**config.mk**
```make
export PLATFORM = sky130hd
export DESIGN_NAME = iac_ctrl
export DESIGN_NICKNAME = d
export VERILOG_FILES = /design/src/pkg/iac_pkg.sv /design/src/rtl/iac_scl_gen.sv /design/src/rtl/iac_ctrl.sv
export VERILOG_INCLUDE_DIRS = /design/src /design/src/pkg
export SDC_FILE = /design/constraint.sdc
export NUM_CORES = 1
export LEC_CHECK = 0
export ABC_AREA = 1
export BUFFER_PORTS_ARGS = -buffer_cell sky130_fd_sc_hd__buf_4
export CAP_MARGIN = 5
export CORE_AREA = 2 2 103 105
export CTS_CLUSTER_SIZE = 10
export DETAILED_ROUTE_END_ITERATION = 16
export DIE_AREA = 0 0 105 107
export GPL_TIMING_DRIVEN = 0
export PLACE_DENSITY_LB_ADDON = 0.15
export SETUP_SLACK_MARGIN = 0.02
export SLEW_MARGIN = 20
export SYNTH_ARGS = -nofsm -noshare
export SYNTH_HDL_FRONTEND = slang
export SYNTH_SLANG_ARGS = --single-unit
```
**constraint.sdc**
```tcl
create_clock -name aclk -period 4.1 [get_ports aclk]
set_input_delay 0.615 -clock aclk [delete_from_list [all_inputs] [get_ports aclk]]
set_output_delay 0.615 -clock aclk [all_outputs]
set_load 0.02 [all_outputs]
```
**src/pkg/iac_map.svh**
```systemverilog
`ifndef IAC_MAP_SVH
`define IAC_MAP_SVH

// register byte offsets on the axi4-lite port
`define IAC_OFS_CTRL        8'h00
`define IAC_OFS_STATUS      8'h04
`define IAC_OFS_OWN_ADDR    8'h08
`define IAC_OFS_IRQ_STATUS  8'h0c
`define IAC_OFS_IRQ_CLEAR   8'h10
`define IAC_OFS_IRQ_ENABLE  8'h14
`define IAC_OFS_LINES       8'h18

// control register fields
`define IAC_CTRL_RATE2      7
`define IAC_CTRL_ENABLE     6
`define IAC_CTRL_ACK        2
`define IAC_CTRL_RATE1      1
`define IAC_CTRL_RATE0      0
`define IAC_CTRL_MASK       8'hc7

// serial status register fields
`define IAC_ST_GC           7
`define IAC_ST_STOP         6
`define IAC_ST_INTERRUPT_FLAG         5
`define IAC_ST_TX           4
`define IAC_ST_BUSY         3
`define IAC_ST_LOST         2
`define IAC_ST_NACK         1
`define IAC_ST_SLV          0

// interrupt event bits
`define IAC_EV_OWN_ADDR     0
`define IAC_EV_GCALL        1
`define IAC_EV_BYTE         2
`define IAC_EV_STOP         3

// reset values
`define IAC_RST_CTRL        8'h00
`define IAC_RST_OWN_ADDR    8'h00
`define IAC_RST_IRQ_ENABLE  4'h0

// master scl divisors, one per rate code
`define IAC_DIV_000         10'h010
`define IAC_DIV_001         10'h018
`define IAC_DIV_010         10'h01e
`define IAC_DIV_011         10'h03c
`define IAC_DIV_100         10'h078
`define IAC_DIV_101         10'h0f0
`define IAC_DIV_110         10'h1e0
`define IAC_DIV_111         10'h3c0

// axi response codes
`define IAC_RESP_OKAY       2'h0
`define IAC_RESP_SLVERR     2'h2

`endif

```
**src/pkg/iac_pkg.sv**
```systemverilog
package iac_pkg;

	// byte-level events and bus state from the shift/match engine
	typedef struct packed {
		logic own_addr_rx;
		logic gcall_rx;
		logic byte_done;
		logic arb_lost;
		logic stop_seen;
		logic master;
		logic transmitter;
		logic slave_sel;
		logic bus_busy;
		logic nack_seen;
		logic ack_slot;
		logic ack_addr;
		logic ack_data;
	} iac_event_type;

	// control fields handed to the engine
	typedef struct packed {
		logic [2:0] rate;
		logic       enable;
		logic       ack_enable;
	} iac_ctrl_type;

	// scl generator states, gray along idle-low-high
	typedef enum logic [1:0] {
		IAC_SCL_IDLE = 2'b00,
		IAC_SCL_LOW  = 2'b01,
		IAC_SCL_HIGH = 2'b11
	} iac_scl_state_type;

endpackage : iac_pkg

```
**src/rtl/iac_scl_gen.sv**
```systemverilog
`timescale 1ns/1ps
`include "iac_map.svh"

module iac_scl_gen (
	input  wire logic       aclk,
	input  wire logic       aresetn,
	input  wire logic       run,
	input  wire logic [2:0] rate,
	output logic            scl_drive_low
);
	import iac_pkg::*;

	iac_scl_state_type state;
	logic [9:0]        count;
	logic [9:0]        half;
	logic [9:0]        div_full;

	// divisor per rate code, top bit most significant
	function automatic logic [9:0] divisor(input logic [2:0] code);
		case (code)
			3'b000:  divisor = `IAC_DIV_000;
			3'b001:  divisor = `IAC_DIV_001;
			3'b010:  divisor = `IAC_DIV_010;
			3'b011:  divisor = `IAC_DIV_011;
			3'b100:  divisor = `IAC_DIV_100;
			3'b101:  divisor = `IAC_DIV_101;
			3'b110:  divisor = `IAC_DIV_110;
			default: divisor = `IAC_DIV_111;
		endcase
	endfunction : divisor

	// every divisor is even, so the halves are exact
	assign div_full = divisor(rate);
	assign half     = {1'b0, div_full[9:1]};

	// low half then high half of each scl period
	always_ff @(posedge aclk) begin
		if (!aresetn) begin
			state <= IAC_SCL_IDLE;
			count <= 10'h000;
		end else begin
			case (state)
				IAC_SCL_IDLE: begin
					count <= 10'h000;
					if (run) state <= IAC_SCL_LOW;
				end
				IAC_SCL_LOW: begin
					if (count >= half - 10'h001) begin
						count <= 10'h000;
						state <= IAC_SCL_HIGH;
					end else count <= count + 10'h001;
				end
				IAC_SCL_HIGH: begin
					if (count >= half - 10'h001) begin
						count <= 10'h000;
						state <= run ? IAC_SCL_LOW : IAC_SCL_IDLE;
					end else count <= count + 10'h001;
				end
				default: state <= IAC_SCL_IDLE;
			endcase
		end
	end

	assign scl_drive_low = (state == IAC_SCL_LOW);

endmodule : iac_scl_gen

```
**src/rtl/iac_ctrl.sv**
```systemverilog
`timescale 1ns/1ps
`include "iac_map.svh"

module iac_ctrl (
	input  wire logic                  aclk,
	input  wire logic                  aresetn,
	input  wire logic [7:0]            awaddr,
	input  wire logic                  awvalid,
	output logic                       awready,
	input  wire logic [31:0]           wdata,
	input  wire logic [3:0]            wstrb,
	input  wire logic                  wvalid,
	output logic                       wready,
	output logic [1:0]                 bresp,
	output logic                       bvalid,
	input  wire logic                  bready,
	input  wire logic [7:0]            araddr,
	input  wire logic                  arvalid,
	output logic                       arready,
	output logic [31:0]                rdata,
	output logic [1:0]                 rresp,
	output logic                       rvalid,
	input  wire logic                  rready,
	input  wire logic                  sda_in,
	output logic                       sda_out,
	output logic                       sda_oe_n,
	input  wire logic                  scl_in,
	output logic                       scl_out,
	output logic                       scl_oe_n,
	input  wire iac_pkg::iac_event_type bus_event,
	output iac_pkg::iac_ctrl_type      ctrl,
	output logic [6:0]                 own_address,
	output logic                       general_call_enable,
	output logic                       sda_line,
	output logic                       scl_line,
	output logic                       interrupt_flag,
	output logic                       irq
);
	import iac_pkg::*;

	logic [7:0]  ctrl_reg;
	logic [7:0]  own_address_reg;
	logic [7:0]  serial_status_reg;
	logic [3:0]  irq_status;
	logic [3:0]  irq_enable;
	logic        gc_flag;
	logic        stop_flag;
	logic        lost_flag;
	logic [1:0]  sda_sync;
	logic [1:0]  scl_sync;
	logic        aw_held;
	logic        w_held;
	logic [7:0]  aw_addr_q;
	logic [31:0] w_data_q;
	logic [3:0]  w_strb_q;
	logic        do_write;
	logic        rd_take;
	logic        status_read;
	logic        ack_enable;
	logic        enable;
	logic [3:0]  next_event;
	logic        set_interrupt_flag;
	logic        ack_drive;
	logic        scl_drive_low;
	logic [31:0] next_rdata;
	logic        next_rerr;

	// true when the byte address hits a mapped register
	function automatic logic mapped(input logic [7:0] a);
		case (a)
			`IAC_OFS_CTRL, `IAC_OFS_STATUS, `IAC_OFS_OWN_ADDR,
			`IAC_OFS_IRQ_STATUS, `IAC_OFS_IRQ_CLEAR,
			`IAC_OFS_IRQ_ENABLE, `IAC_OFS_LINES: mapped = 1'b1;
			default: mapped = 1'b0;
		endcase
	endfunction : mapped

	assign enable     = ctrl_reg[`IAC_CTRL_ENABLE];
	assign ack_enable = ctrl_reg[`IAC_CTRL_ACK];

	// two-flop synchronisers on the bus lines; only the second stage, index 1, is read
	always_ff @(posedge aclk) begin
		if (!aresetn) begin
			sda_sync <= 2'h3;
			scl_sync <= 2'h3;
		end else begin
			sda_sync <= {sda_sync[0], sda_in};
			scl_sync <= {scl_sync[0], scl_in};
		end
	end
	assign sda_line = sda_sync[1];
	assign scl_line = scl_sync[1];

	// write channel: address and data are taken in either order
	assign awready  = !aw_held && !bvalid;
	assign wready   = !w_held && !bvalid;
	assign do_write = aw_held && w_held && !bvalid;

	always_ff @(posedge aclk) begin
		if (!aresetn) begin
			aw_held   <= 1'b0;
			w_held    <= 1'b0;
			aw_addr_q <= 8'h00;
			w_data_q  <= 32'h0000_0000;
			w_strb_q  <= 4'h0;
		end else begin
			if (awvalid && awready) begin
				aw_held   <= 1'b1;
				aw_addr_q <= awaddr;
			end else if (do_write) aw_held <= 1'b0;
			if (wvalid && wready) begin
				w_held   <= 1'b1;
				w_data_q <= wdata;
				w_strb_q <= wstrb;
			end else if (do_write) w_held <= 1'b0;
		end
	end

	// write response, slverr for unmapped addresses
	always_ff @(posedge aclk) begin
		if (!aresetn) begin
			bvalid <= 1'b0;
			bresp  <= `IAC_RESP_OKAY;
		end else if (do_write) begin
			bvalid <= 1'b1;
			bresp  <= mapped(aw_addr_q) ? `IAC_RESP_OKAY : `IAC_RESP_SLVERR;
		end else if (bready) bvalid <= 1'b0;
	end

	// software registers; status and lines ignore writes
	always_ff @(posedge aclk) begin
		if (!aresetn) begin
			ctrl_reg        <= `IAC_RST_CTRL;
			own_address_reg <= `IAC_RST_OWN_ADDR;
			irq_enable      <= `IAC_RST_IRQ_ENABLE;
		end else if (do_write && w_strb_q[0]) begin
			case (aw_addr_q)
				`IAC_OFS_CTRL:       ctrl_reg <= w_data_q[7:0] & `IAC_CTRL_MASK;
				`IAC_OFS_OWN_ADDR:   own_address_reg <= w_data_q[7:0];
				`IAC_OFS_IRQ_ENABLE: irq_enable <= w_data_q[3:0];
				default:             ctrl_reg <= ctrl_reg;
			endcase
		end
	end

	assign ctrl.rate            = {ctrl_reg[`IAC_CTRL_RATE2],
	                               ctrl_reg[`IAC_CTRL_RATE1],
	                               ctrl_reg[`IAC_CTRL_RATE0]};
	assign ctrl.enable          = enable;
	assign ctrl.ack_enable      = ack_enable;
	assign own_address          = own_address_reg[7:1];
	assign general_call_enable  = own_address_reg[0];

	// events that raise the interrupt flag
	always_comb begin
		next_event = 4'h0;
		next_event[`IAC_EV_OWN_ADDR] = bus_event.own_addr_rx && ack_enable;
		next_event[`IAC_EV_GCALL]    = bus_event.gcall_rx && general_call_enable
		                               && ack_enable;
		next_event[`IAC_EV_BYTE]     = bus_event.byte_done
		                               && (bus_event.master
		                               || bus_event.slave_sel);
		next_event[`IAC_EV_STOP]     = bus_event.stop_seen && bus_event.slave_sel;
	end
	assign set_interrupt_flag = enable && (next_event != 4'h0);

	// read channel; status read is the side-effect strobe
	assign arready     = !rvalid;
	assign rd_take     = arvalid && arready;
	assign status_read = rd_take && (araddr == `IAC_OFS_STATUS);

	// interrupt flag: a new event wins over the clear on read
	always_ff @(posedge aclk) begin
		if (!aresetn) begin
			interrupt_flag <= 1'b0;
		end else if (set_interrupt_flag) begin
			interrupt_flag <= 1'b1;
		end else if (status_read) begin
			interrupt_flag <= 1'b0;
		end
	end

	// sticky gc, stop and lost flags, cleared with the status read
	always_ff @(posedge aclk) begin
		if (!aresetn) begin
			gc_flag   <= 1'b0;
			stop_flag <= 1'b0;
			lost_flag <= 1'b0;
		end else begin
			if (enable && next_event[`IAC_EV_GCALL]) gc_flag <= 1'b1;
			else if (status_read) gc_flag <= 1'b0;
			if (enable && next_event[`IAC_EV_STOP]) stop_flag <= 1'b1;
			else if (status_read) stop_flag <= 1'b0;
			if (enable && bus_event.arb_lost) lost_flag <= 1'b1;
			else if (status_read) lost_flag <= 1'b0;
		end
	end

	// status vector: gc, stop, flag and lost from flops; tx, busy, nack and slv taken live from the engine
	always_comb begin
		serial_status_reg = 8'h00;
		serial_status_reg[`IAC_ST_GC]   = gc_flag;
		serial_status_reg[`IAC_ST_STOP] = stop_flag;
		serial_status_reg[`IAC_ST_INTERRUPT_FLAG] = interrupt_flag;
		serial_status_reg[`IAC_ST_TX]   = bus_event.transmitter;
		serial_status_reg[`IAC_ST_BUSY] = bus_event.bus_busy;
		serial_status_reg[`IAC_ST_LOST] = lost_flag;
		serial_status_reg[`IAC_ST_NACK] = bus_event.nack_seen;
		serial_status_reg[`IAC_ST_SLV]  = bus_event.slave_sel;
	end

	// sticky interrupt sources; set wins over a write-one clear
	always_ff @(posedge aclk) begin
		if (!aresetn) begin
			irq_status <= 4'h0;
		end else begin
			if (do_write && w_strb_q[0] && aw_addr_q == `IAC_OFS_IRQ_CLEAR) begin
				irq_status <= (irq_status & ~w_data_q[3:0])
				              | (enable ? next_event : 4'h0);
			end else begin
				irq_status <= irq_status | (enable ? next_event : 4'h0);
			end
		end
	end

	// level interrupt while any enabled source is pending
	always_ff @(posedge aclk) begin
		if (!aresetn) irq <= 1'b0;
		else          irq <= |(irq_status & irq_enable);
	end

	// read data mux
	always_comb begin
		next_rdata = 32'h0000_0000;
		next_rerr  = 1'b0;
		case (araddr)
			`IAC_OFS_CTRL:       next_rdata[7:0] = ctrl_reg;
			`IAC_OFS_STATUS:     next_rdata[7:0] = serial_status_reg;
			`IAC_OFS_OWN_ADDR:   next_rdata[7:0] = own_address_reg;
			`IAC_OFS_IRQ_STATUS: next_rdata[3:0] = irq_status;
			`IAC_OFS_IRQ_CLEAR:  next_rdata      = 32'h0000_0000; // write-only
			`IAC_OFS_IRQ_ENABLE: next_rdata[3:0] = irq_enable;
			`IAC_OFS_LINES:      next_rdata[1:0] = {scl_line, sda_line};
			default:             next_rerr       = 1'b1;
		endcase
	end

	// read answer registered one cycle after the address is taken
	always_ff @(posedge aclk) begin
		if (!aresetn) begin
			rvalid <= 1'b0;
			rdata  <= 32'h0000_0000;
			rresp  <= `IAC_RESP_OKAY;
		end else if (rd_take) begin
			rvalid <= 1'b1;
			rdata  <= next_rdata;
			rresp  <= next_rerr ? `IAC_RESP_SLVERR : `IAC_RESP_OKAY;
		end else if (rready) rvalid <= 1'b0;
	end

	// acknowledge decision, only inside the ack clock pulse
	always_comb begin
		ack_drive = 1'b0;
		if (enable && ack_enable && bus_event.ack_slot) begin
			if (bus_event.ack_addr) ack_drive = 1'b1;
			else if (bus_event.ack_data && !bus_event.transmitter) begin
				if (bus_event.master)         ack_drive = 1'b1;
				else if (bus_event.slave_sel) ack_drive = 1'b1;
			end
		end
	end

	// sda pulled low only to acknowledge; ack off leaves it released
	always_ff @(posedge aclk) begin
		if (!aresetn) sda_oe_n <= 1'b1;
		else          sda_oe_n <= !ack_drive;
	end
	assign sda_out = 1'b0;

	// master clock generator; stops outside master mode or when disabled
	iac_scl_gen u_scl_gen (
		.aclk          (aclk),
		.aresetn       (aresetn),
		.run           (enable && bus_event.master),
		.rate          (ctrl.rate),
		.scl_drive_low (scl_drive_low)
	);

	// scl is open drain: only ever pulled low, released when disabled
	always_ff @(posedge aclk) begin
		if (!aresetn) scl_oe_n <= 1'b1;
		else          scl_oe_n <= !(enable && scl_drive_low);
	end
	assign scl_out = 1'b0;

endmodule : iac_ctrl

```
==> results of run 1 <==
[metal layers]
layer / global-route usage (%) / up-vias
li1: - / 2010
met2: 31.40 / 168
met1: 26.63 / 1729
met5: 0 / -
met4: 6.571 / 0
met3: 3.769 / 15
[through the flow]
step / total power [uW] / setup slack [ps] / instance area, um^2
after CTS: 1704 / 1608 / 5074
after global placement: 1034 / 1652 / 4843
after floorplan: 951.5 / 1843 / 4073
after global routing: 1767 / 1481 / 5074
final: 1695 / 1607 / 5074
after detailed placement: 1038 / 1638 / 4843
[layout make-up]
class                      instances  area, um^2
fill                            1020        5019
sequential                        75        1501
multi-input combinational        403        2043
clock buffer                       9       123.9
buffer                            44       292.8
inverter                          62       235.2
timing repair buffer              80       600.6
clock inverter                     7       106.4
tap                              136       170.2
[worst paths after layout]
kind | from | to | cells after the start
max reg2reg | ctrl_reg[1] | u_scl_gen.state[0] | 15
min | sda_sync[0] | sda_sync[1] | 1
min reg2reg | sda_sync[0] | sda_sync[1] | 1
max | ctrl_reg[1] | u_scl_gen.state[0] | 15
[worst max-delay path: stages (launching register included)]
cell and delay [ps]:
dfxtp_1 370, clkbuf_1 320, nand3_1 180, ha_1 240, xnor2_1 150, inv_1 60, ha_1 270, nand2_1 70
nor2_1 120, nand2_1 70, nor2_1 190, nor2_4 110, nand2_2 90, nand3_1 60, nand2_1 60, inv_1 30
[cell usage after synthesis (2+ instances only)]
library cell / instances / area, um^2
a21oi_1: 56 / 280.3
a22oi_1: 2 / 15.01
buf_2: 6 / 30.03
buf_4: 30 / 225.2
clkbuf_1: 7 / 26.28
conb_1: 2 / 7.510
dfxtp_1: 75 / 1501
ha_1: 12 / 150.1
inv_1: 60 / 225.2
nand2_1: 102 / 382.9
nand2_2: 7 / 43.79
nand3_1: 45 / 225.2
nand4_1: 6 / 37.54
nor2_1: 52 / 195.2
nor2_2: 5 / 31.28
nor2_4: 4 / 45.04
nor3_1: 4 / 20.02
nor3_2: 2 / 20.02
o21ai_0: 49 / 245.2
o21ai_1: 4 / 20.02
o21bai_1: 2 / 15.01
o22ai_1: 2 / 12.51
or2_2: 4 / 25.02
[power by group through the flow]
stage               sequential [uW]  clock, uW  combinational (uW)
finish                          777        673                 245
global placement                793          0                 241
floorplan                       795          0                 157
global route                    781        713                 273
detailed placement              794          0                 245
CTS                             777        682                 245
[kinds of logic after synthesis]
kind of cell    count (synthesis)  share of synthesized area [%]
xor+xnor                        1                         0.2206
other cells                     2                         0.1891
simple gates                  239                          28.45
flops                          75                          37.81
fa+ha+maj                      12                          3.781
buf+inv                       106                          13.30
compound gates                122                          16.26
==> out/metrics.cfg, run 1 <==
[setup_path]
critPathRequiredTime_ps = 4360
arrival_ps = 2750
setup.worst_path.class = flip-flop to flip-flop
critPathCaptureType = flip-flop
critPathLaunchType = flip-flop
rrSetupSlack_ps = 1610
cp_max_fo = 10

[cts]
cts_tree = built
hold_buffers = 0
cts.sinks = 75
cts_buffer_depth = 2
cts-resized-gates = 0
clock-root-buffer = clkbuf_8
ctsHtreeMaxLevel = 3
clkTransAtPathRegs_ps = 90
post_cts_buffers = 0
cts_made_buffers = 9
worstSkewPairLatency_ps = 350

[placed_design]
hpwl_mm = 8.341
gp_congestion = 0.8932
dp_cells = 800
io_buffers = 80

[routing]
drc = 0
top_layer = met4
vias = 3922
vias_per_cell = 4.806
ant_nets = 0
firstDrtPassIters = 4
wl_met1_mm = 4.942
wl_met3_um = 830
drt-initial-drc-count = 255
wirelength_mm = 10.76
post_drt_wl_per_cell_um = 13.19
wl_met2_mm = 4.831

[die]
die_w_um = 105
rows = 37
dieArea_um2 = 11240
core_um2 = 10090
ioPinCount = 136
die_y_um = 107
initial_core_util_pct = 39.35

[layout]
regMostFlops = u_scl_gen.count
n_antenna_cell = 0
finish.utilization_pct = 50.27
layout_common_cells = 110 x buf_4, 102 x nand2_1, 75 x dfxtp_1
instances_no_fill = 816
final_common_cell = buf_4
design.final.nets = 761
syn2layout_area_growth_pct = 27.76
layout-drive-gt1-share_pct = 24.12
largest_register_ffs = 10

[power]
seq_power_share_pct = 45.8
p_clk_share_pct = 39.7
peakVddDrop_v = 0.0001963
p_int_uw = 1210
switching_share_pct = 28.59
p_comb_share_pct = 14.5
switching_power_uw = 484.6
leakage_uw = 0.002335
pwr_density_cell_nw_per_um2 = 334.1

[sta]
hold_viol = 0
clock-skew-final_ps = 11.73
fin_crit_sh_pct = 60.81
setup_viol = 0
fmax_ghz = 0.4011
tightest_slew_ps = 586.7
fin_crit_ps = 2493
rsz0062_at_grt = false
relSlewSlack_pct = 60.89
setup_tns_ps = 0
whs_ps = 418.2
finalMaxSlewViolations = 0

[synth]
yosysSeqAreaShare_pct = 37.81
synth_ff_type = dfxtp_1
synth.cell_area_um2 = 3971
synth_edf_count = 0
synth_cells = 557
synthDistinctLibCells = 42
syn_avg_cell_area_um2 = 7.130
ys_warn_count = 0
synth-seq-cells = 75
synthArstFlopShare_pct = 0

[outcome]
status = finished, final reports clean

[global_routing]
antenna_found_initial = 0
grt_pass1_vias = 3585
grt_max_degree = 16
overflow = 0
grtUsageTotal_pct = 19.65
grt_pass1_wl_mm = 17.66

[job]
cap_violations = 0

[hold_path]
hold_path.class = flip-flop to flip-flop

Note: power is estimated with default switching activity, not from simulation.
==> inputs of run 2 (changes only) <==
==> constraint.sdc (replaced) <==
create_clock -name aclk -period 2.57 [get_ports aclk]
set_input_delay 0.3855 -clock aclk [delete_from_list [all_inputs] [get_ports aclk]]
set_output_delay 0.3855 -clock aclk [all_outputs]
set_load 0.02 [all_outputs]
==> run 2 against run 1 <==
Final area about the same. First-iteration DRC count fell by 14%. Register-to-register slack lost 1400 ps. Hold slack got worse by 200 ps. Wire length did not move. Final cell count is the same. Sequential power increased by 60%. Flip-flop and latch count is the same. Maximum frequency rose by 6.6%. Clock power is 59% higher. Non-clock buffer count unchanged. Die area stayed put. Largest cell class unchanged. Largest power group unchanged.
==> out/metrics.cfg, run 2 (synthesized netlist as in run 1, its figures left out) <==
[die]
rows = 37
dieArea_um2 = 11240
core_um2 = 10090
initial_core_util_pct = 39.35
ioPinCount = 136
die_y_um = 107
die_w_um = 105

[sta]
relSlewSlack_pct = 61.10
fin_crit_sh_pct = 91.03
tightest_slew_ps = 583.5
setup_viol = 0
fmax_ghz = 0.4275
fin_crit_ps = 2339
clock-skew-final_ps = 11.41
hold_viol = 0
rsz0062_at_grt = false
setup_slack_ps = 230.6
finalMaxSlewViolations = 0
setup_tns_ps = 0

[layout]
ff_latch_area_um2 = 1501
layout_common_cells = 110 x buf_4, 102 x nand2_1, 75 x dfxtp_1
n_antenna_cell = 0
final_common_cell = buf_4
multi_input_area_um2 = 2043
syn2layout_area_growth_pct = 27.79
fillerInstances = 1021
design.final.nets = 761
largest_register_ffs = 10
regMostFlops = u_scl_gen.count
layout-drive-gt1-share_pct = 24.26

[global_routing]
grtUsageTotal_pct = 19.65
grt_pass1_wl_mm = 17.66
grt_max_degree = 16
antenna_found_initial = 0
grt_pass1_vias = 3585
overflow = 0

[power]
leakage_uw = 0.002338
peakVddDrop_v = 0.0003132
pwr_density_cell_nw_per_um2 = 532.3

[placed_design]
gp_congestion = 0.8932
io_buffers = 80
hpwl_mm = 8.341
dpl_worst_slack_ps = 108.2

[cts]
cts-resized-gates = 0
ctsHtreeMaxLevel = 3
cts_tree = built
cts_made_buffers = 9
cts.sinks = 75
hold_buffers = 0
cts_buffer_depth = 2
worstSkewPairLatency_ps = 350
clkTransAtPathRegs_ps = 90
clock-root-buffer = clkbuf_8
post_cts_buffers = 0

[setup_path]
arrival_ps = 2600
rr_worst_depth = 15
setup.worst_path.class = flip-flop to flip-flop
critPathLaunchType = flip-flop
cp_max_fo = 10
critPathCaptureType = flip-flop
critPathRequiredTime_ps = 2830

[routing]
drt-initial-drc-count = 219
post_drt_wl_per_cell_um = 13.19
vias_per_cell = 4.786
firstDrtPassIters = 4
wirelength_mm = 10.76
vias = 3905
ant_nets = 0
drc = 0

[hold_path]
holdPathStages = 2
hold_path.class = input port to flip-flop

[job]
cap_violations = 0

[outcome]
status = finished, final reports clean

[run 2: cell counts in the layout (fill, tap and decap cells not counted)]
Identical to the previous run, type by type.
[run 2: final timing paths]
kind                    start            endpoint  slack (ps)
setup / recovery  ctrl_reg[1]  u_scl_gen.state[0]         230
hold / removal         sda_in         sda_sync[0]         210
setup reg to reg  ctrl_reg[1]  u_scl_gen.state[0]         230
hold reg to reg   sda_sync[0]         sda_sync[1]         420
[run 2: area by class of cell]
cell class | count | area share (%)
plain buffers | 44 | 5.794
repair buffers | 80 | 11.83
multi-input cells | 403 | 40.26
clock buffers | 9 | 2.441
clock inverters | 7 | 2.096
inverters | 62 | 4.635
flip-flops and latches | 75 | 29.59
well taps | 136 | 3.353
[run 2: metal layers]
layer / global-route usage (%) / share of wire [%] / up-vias / wire length, um
li1: - / - / 2009 / -
met1: 26.63 / 46 / 1723 / 4992
met2: 31.40 / 45 / 158 / 4835
met3: 3.769 / 7.2 / 15 / 776
met4: 6.571 / 1.5 / 0 / 158
met5: 0 / 0 / - / 0
[run 2: where the power goes]
part           internal, uW  switching [uW]  total (uW)  leakage [uW]
logic                   159             232         392       0.00161
registers              1210            33.9        1240      0.000611
clock network           566             504        1070      0.000117
[run 2: stage by stage]
stage               cells  hold WS [ps]  cell area, um^2  total power [uW]  utilization (%)
CTS                   816         203.3             5074              2718            50.27
global placement      800         394.6             4843              1649            47.99
finish                816         213.8             5075              2701            50.29
global route          816         193.5             5075              2818            50.29
detailed placement    800         398.6             4843              1657            47.99
floorplan             584         392.5             4073              1518                -
[run 2: worst max-delay path: stages, from the launching register on]
cell and delay (ps):
dfxtp_1 370, clkbuf_2 220, nand3_1 150, ha_1 230
xnor2_1 150, inv_1 60, ha_1 270, nand2_1 70
nor2_1 120, nand2_1 70, nor2_1 190, nor2_4 110
nand2_2 90, nand3_1 60, nand2_1 50, inv_1 30
==> inputs of run 3 (changes only) <==
--- a/config.mk
+++ b/config.mk
@@ -6,13 +6,12 @@
 export SDC_FILE = /design/constraint.sdc
 export NUM_CORES = 1
 export LEC_CHECK = 0
-export ABC_AREA = 1
 export BUFFER_PORTS_ARGS = -buffer_cell sky130_fd_sc_hd__buf_4
 export CAP_MARGIN = 5
-export CORE_AREA = 2 2 103 105
+export CORE_AREA = 2 2 101 103
 export CTS_CLUSTER_SIZE = 10
 export DETAILED_ROUTE_END_ITERATION = 16
-export DIE_AREA = 0 0 105 107
+export DIE_AREA = 0 0 103 105
 export GPL_TIMING_DRIVEN = 0
 export PLACE_DENSITY_LB_ADDON = 0.15
 export SETUP_SLACK_MARGIN = 0.02
==> run 3 against run 2 <==
First-iteration DRC count fell by 32%. Sequential power about the same. Non-clock buffer count grew 9. Global-route usage shrank 1.1 points. Critical path depth shrank 3. Flip-flop and latch count is the same. Clock-buffer cell count unchanged.
==> out/metrics.cfg, run 3 <==
[outcome]
status = finished, final reports clean

[synth]
synth_cells = 439
ys_warn_count = 0
syn_avg_cell_area_um2 = 8.710
synth_edf_count = 0
synth_common_cells = 75 x dfxtp_1, 63 x nand2_1, 30 x buf_4, 28 x mux2i_1, 27 x a21boi_0
yosys.area.top_type = dfxtp_1
synth-seq-cells = 75
yosysSeqAreaShare_pct = 39.27
yosysMostFrequentCell = dfxtp_1
synth.cell_area_um2 = 3824
yosysTopAreaCellShare_pct = 39.27
synthArstFlopShare_pct = 0
synthDistinctLibCells = 44
synthTopCellsByArea = dfxtp_1 39%, mux2i_1 7.3%, nand2_1 6.2%
synth_ff_type = dfxtp_1

[power]
total_power_uw = 2496
switching_share_pct = 27.85
p_clk_share_pct = 38.8
leakage_uw = 0.002161
p_comb_share_pct = 12.4
p_int_uw = 1801
peakVddDrop_v = 0.0003097
switching_power_uw = 695.1
seq_power_share_pct = 48.8
pwr_density_cell_nw_per_um2 = 497.2

[setup_path]
crit_buf_inv = 2
cp_max_fo = 5
arrival_ps = 2660
cp_slowest_cell = dfxtp_2
critPathLaunchType = flip-flop
critPathCaptureType = flip-flop
crit_chain = clkbuf_8 > nand2b_4 > or2_4 > ha_4 > xnor2_2 > xnor2_1 > ha_1 > a21o_1 > a21oi_4 > buf_6 > nand3_1 > and4b_1
critPathMaxStageDelay_ps = 330
setup.worst_path.class = flip-flop to flip-flop
critical_path.top_delay_family = simple AND/OR/NAND/NOR gates
critPathRequiredTime_ps = 2820

[routing]
drc = 0
wl_met3_um = 773
ant_nets = 0
wl_met1_mm = 4.517
firstDrtPassIters = 4
wirelength_mm = 9.979
vias = 3417
drt-initial-drc-count = 148
vias_per_cell = 4.895
wl_met2_mm = 4.602
top_layer = met4
post_drt_wl_per_cell_um = 14.30

[sta]
fin_crit_sh_pct = 93.58
hold_viol = 0
setup_slack_ps = 165.0
relSlewSlack_pct = 60.52
tightest_slew_ps = 592.2
rsz0062_at_grt = false
whs_ps = 214.6
setup_viol = 0
fin_crit_ps = 2405
fmax_ghz = 0.4158
finalMaxSlewViolations = 0
clock-skew-final_ps = 14.22

[global_routing]
grt_pass1_vias = 3198
grt_max_degree = 16
grtUsageTotal_pct = 18.50
antenna_found_initial = 0
overflow = 0
grt_pass1_wl_mm = 15.69

[placed_design]
hpwl_mm = 7.500
post_dp_cell_area_um2 = 4697
gp_congestion = 0.8608
io_buffers = 78
dpl_worst_slack_ps = -271.6
dp_cells = 677

[hold_path]
hold_path.class = input port to flip-flop

[cts]
cts_made_buffers = 9
cts_buffer_depth = 2
hold_buffers = 0
cts_tree = built
clkTransAtPathRegs_ps = 90
worstSkewPairLatency_ps = 360
ctsHtreeMaxLevel = 3
cts.sinks = 75
clock-root-buffer = clkbuf_8

[layout]
layout_common_cells = 112 x buf_4, 73 x dfxtp_1, 63 x nand2_1
layout-drive-gt1-share_pct = 26.19
syn2layout_area_growth_pct = 31.28
largest_register_ffs = 10
design.final.nets = 646
regMostFlops = u_scl_gen.count
n_antenna_cell = 0
instances_no_fill = 698
fin_area_um2 = 5020
final_common_cell = buf_4

[die]
ioPinCount = 136
core_um2 = 9639
rows = 36
die_w_um = 103
dieArea_um2 = 10820
initial_core_util_pct = 39.67
die_y_um = 105

[job]
cap_violations = 0

[run 3: cell count changes in the layout (fill, tap and decap cells not counted), sizes merged, moves of 22 or more]
cell	before	now
nor2b	0	22
mux2i	0	28
o21ai	54	17
a21boi	0	32
nand2	110	63
nand3	46	8
a21oi	56	15
nor2	62	13
inv	66	13
[run 3: worst reg2reg max path, stage by stage (launching register included)]
cell	delay (ps)
dfxtp_2	330
clkbuf_8	130
nand2b_4	140
or2_4	240
ha_4	170
xnor2_2	130
xnor2_1	130
ha_1	200
a21o_1	180
a21oi_4	250
buf_6	140
nand3_1	70
and4b_1	200
[run 3: layout make-up]
| class | instances | area [um^2] |
|---|---|---|
| clock buffer | 9 | 123.9 |
| clock inverter | 7 | 82.58 |
| buffer | 49 | 332.8 |
| inverter | 9 | 33.78 |
| sequential | 75 | 1504 |
| multi-input combinational | 332 | 2145 |
| tap | 133 | 166.4 |
| fill | 958 | 4619 |
| timing repair buffer | 84 | 631.9 |
[run 3: routing by layer]
| metal | vias up | global-route usage, % |
|---|---|---|
| met1 | 1562 | 24.37 |
| met2 | 122 | 30.10 |
| met4 | 0 | 4.323 |
| met3 | 7 | 4.749 |
| li1 | 1726 | - |
| met5 | - | 0 |
[run 3: timing repair]
| action | in CTS | in global routing |
|---|---|---|
| setup endpoints to repair | 10 | 12 |
| buffers inserted | 4 | 1 |
| gates cloned | 1 | 0 |
| gates resized for setup | 9 | 12 |
| pin swaps | 3 | 6 |
[run 3: metrics by stage]
step	util [%]	setup TNS, ps
after floorplan	-	0
after global placement	48.73	-719.3
after detailed placement	48.73	-1473
after CTS	51.66	0
after global routing	52.08	0
final	52.08	0
[run 3: final timing paths]
kind / slack [ps] / end / from / cells past startpoint
max: 160 / u_scl_gen.state[1] / ctrl_reg[7] / 12
min: 210 / sda_sync[0] / sda_in / 2
max reg2reg: 160 / u_scl_gen.state[1] / ctrl_reg[7] / 12
min reg2reg: 420 / sda_sync[1] / sda_sync[0] / 1
[run 3: cells by family after synthesis]
kind of cell,synth area share [%]
and+or+nand+nor,21.14
AOI/OAI and AO/OA,18.00
DFF,39.27
buffers and inverters,8.769
muxes,7.330
adders and majority gates,3.927
xor gates and xnor gates,1.374
other,0.1964
[run 3: power groups by stage]
stage | combinational, uW | clock, uW | sequential [uW]
floorplan | 189 | 0 | 1250
global placement | 305 | 0 | 1250
detailed placement | 308 | 0 | 1250
CTS | 309 | 982 | 1220
global route | 341 | 1040 | 1220
finish | 309 | 968 | 1220
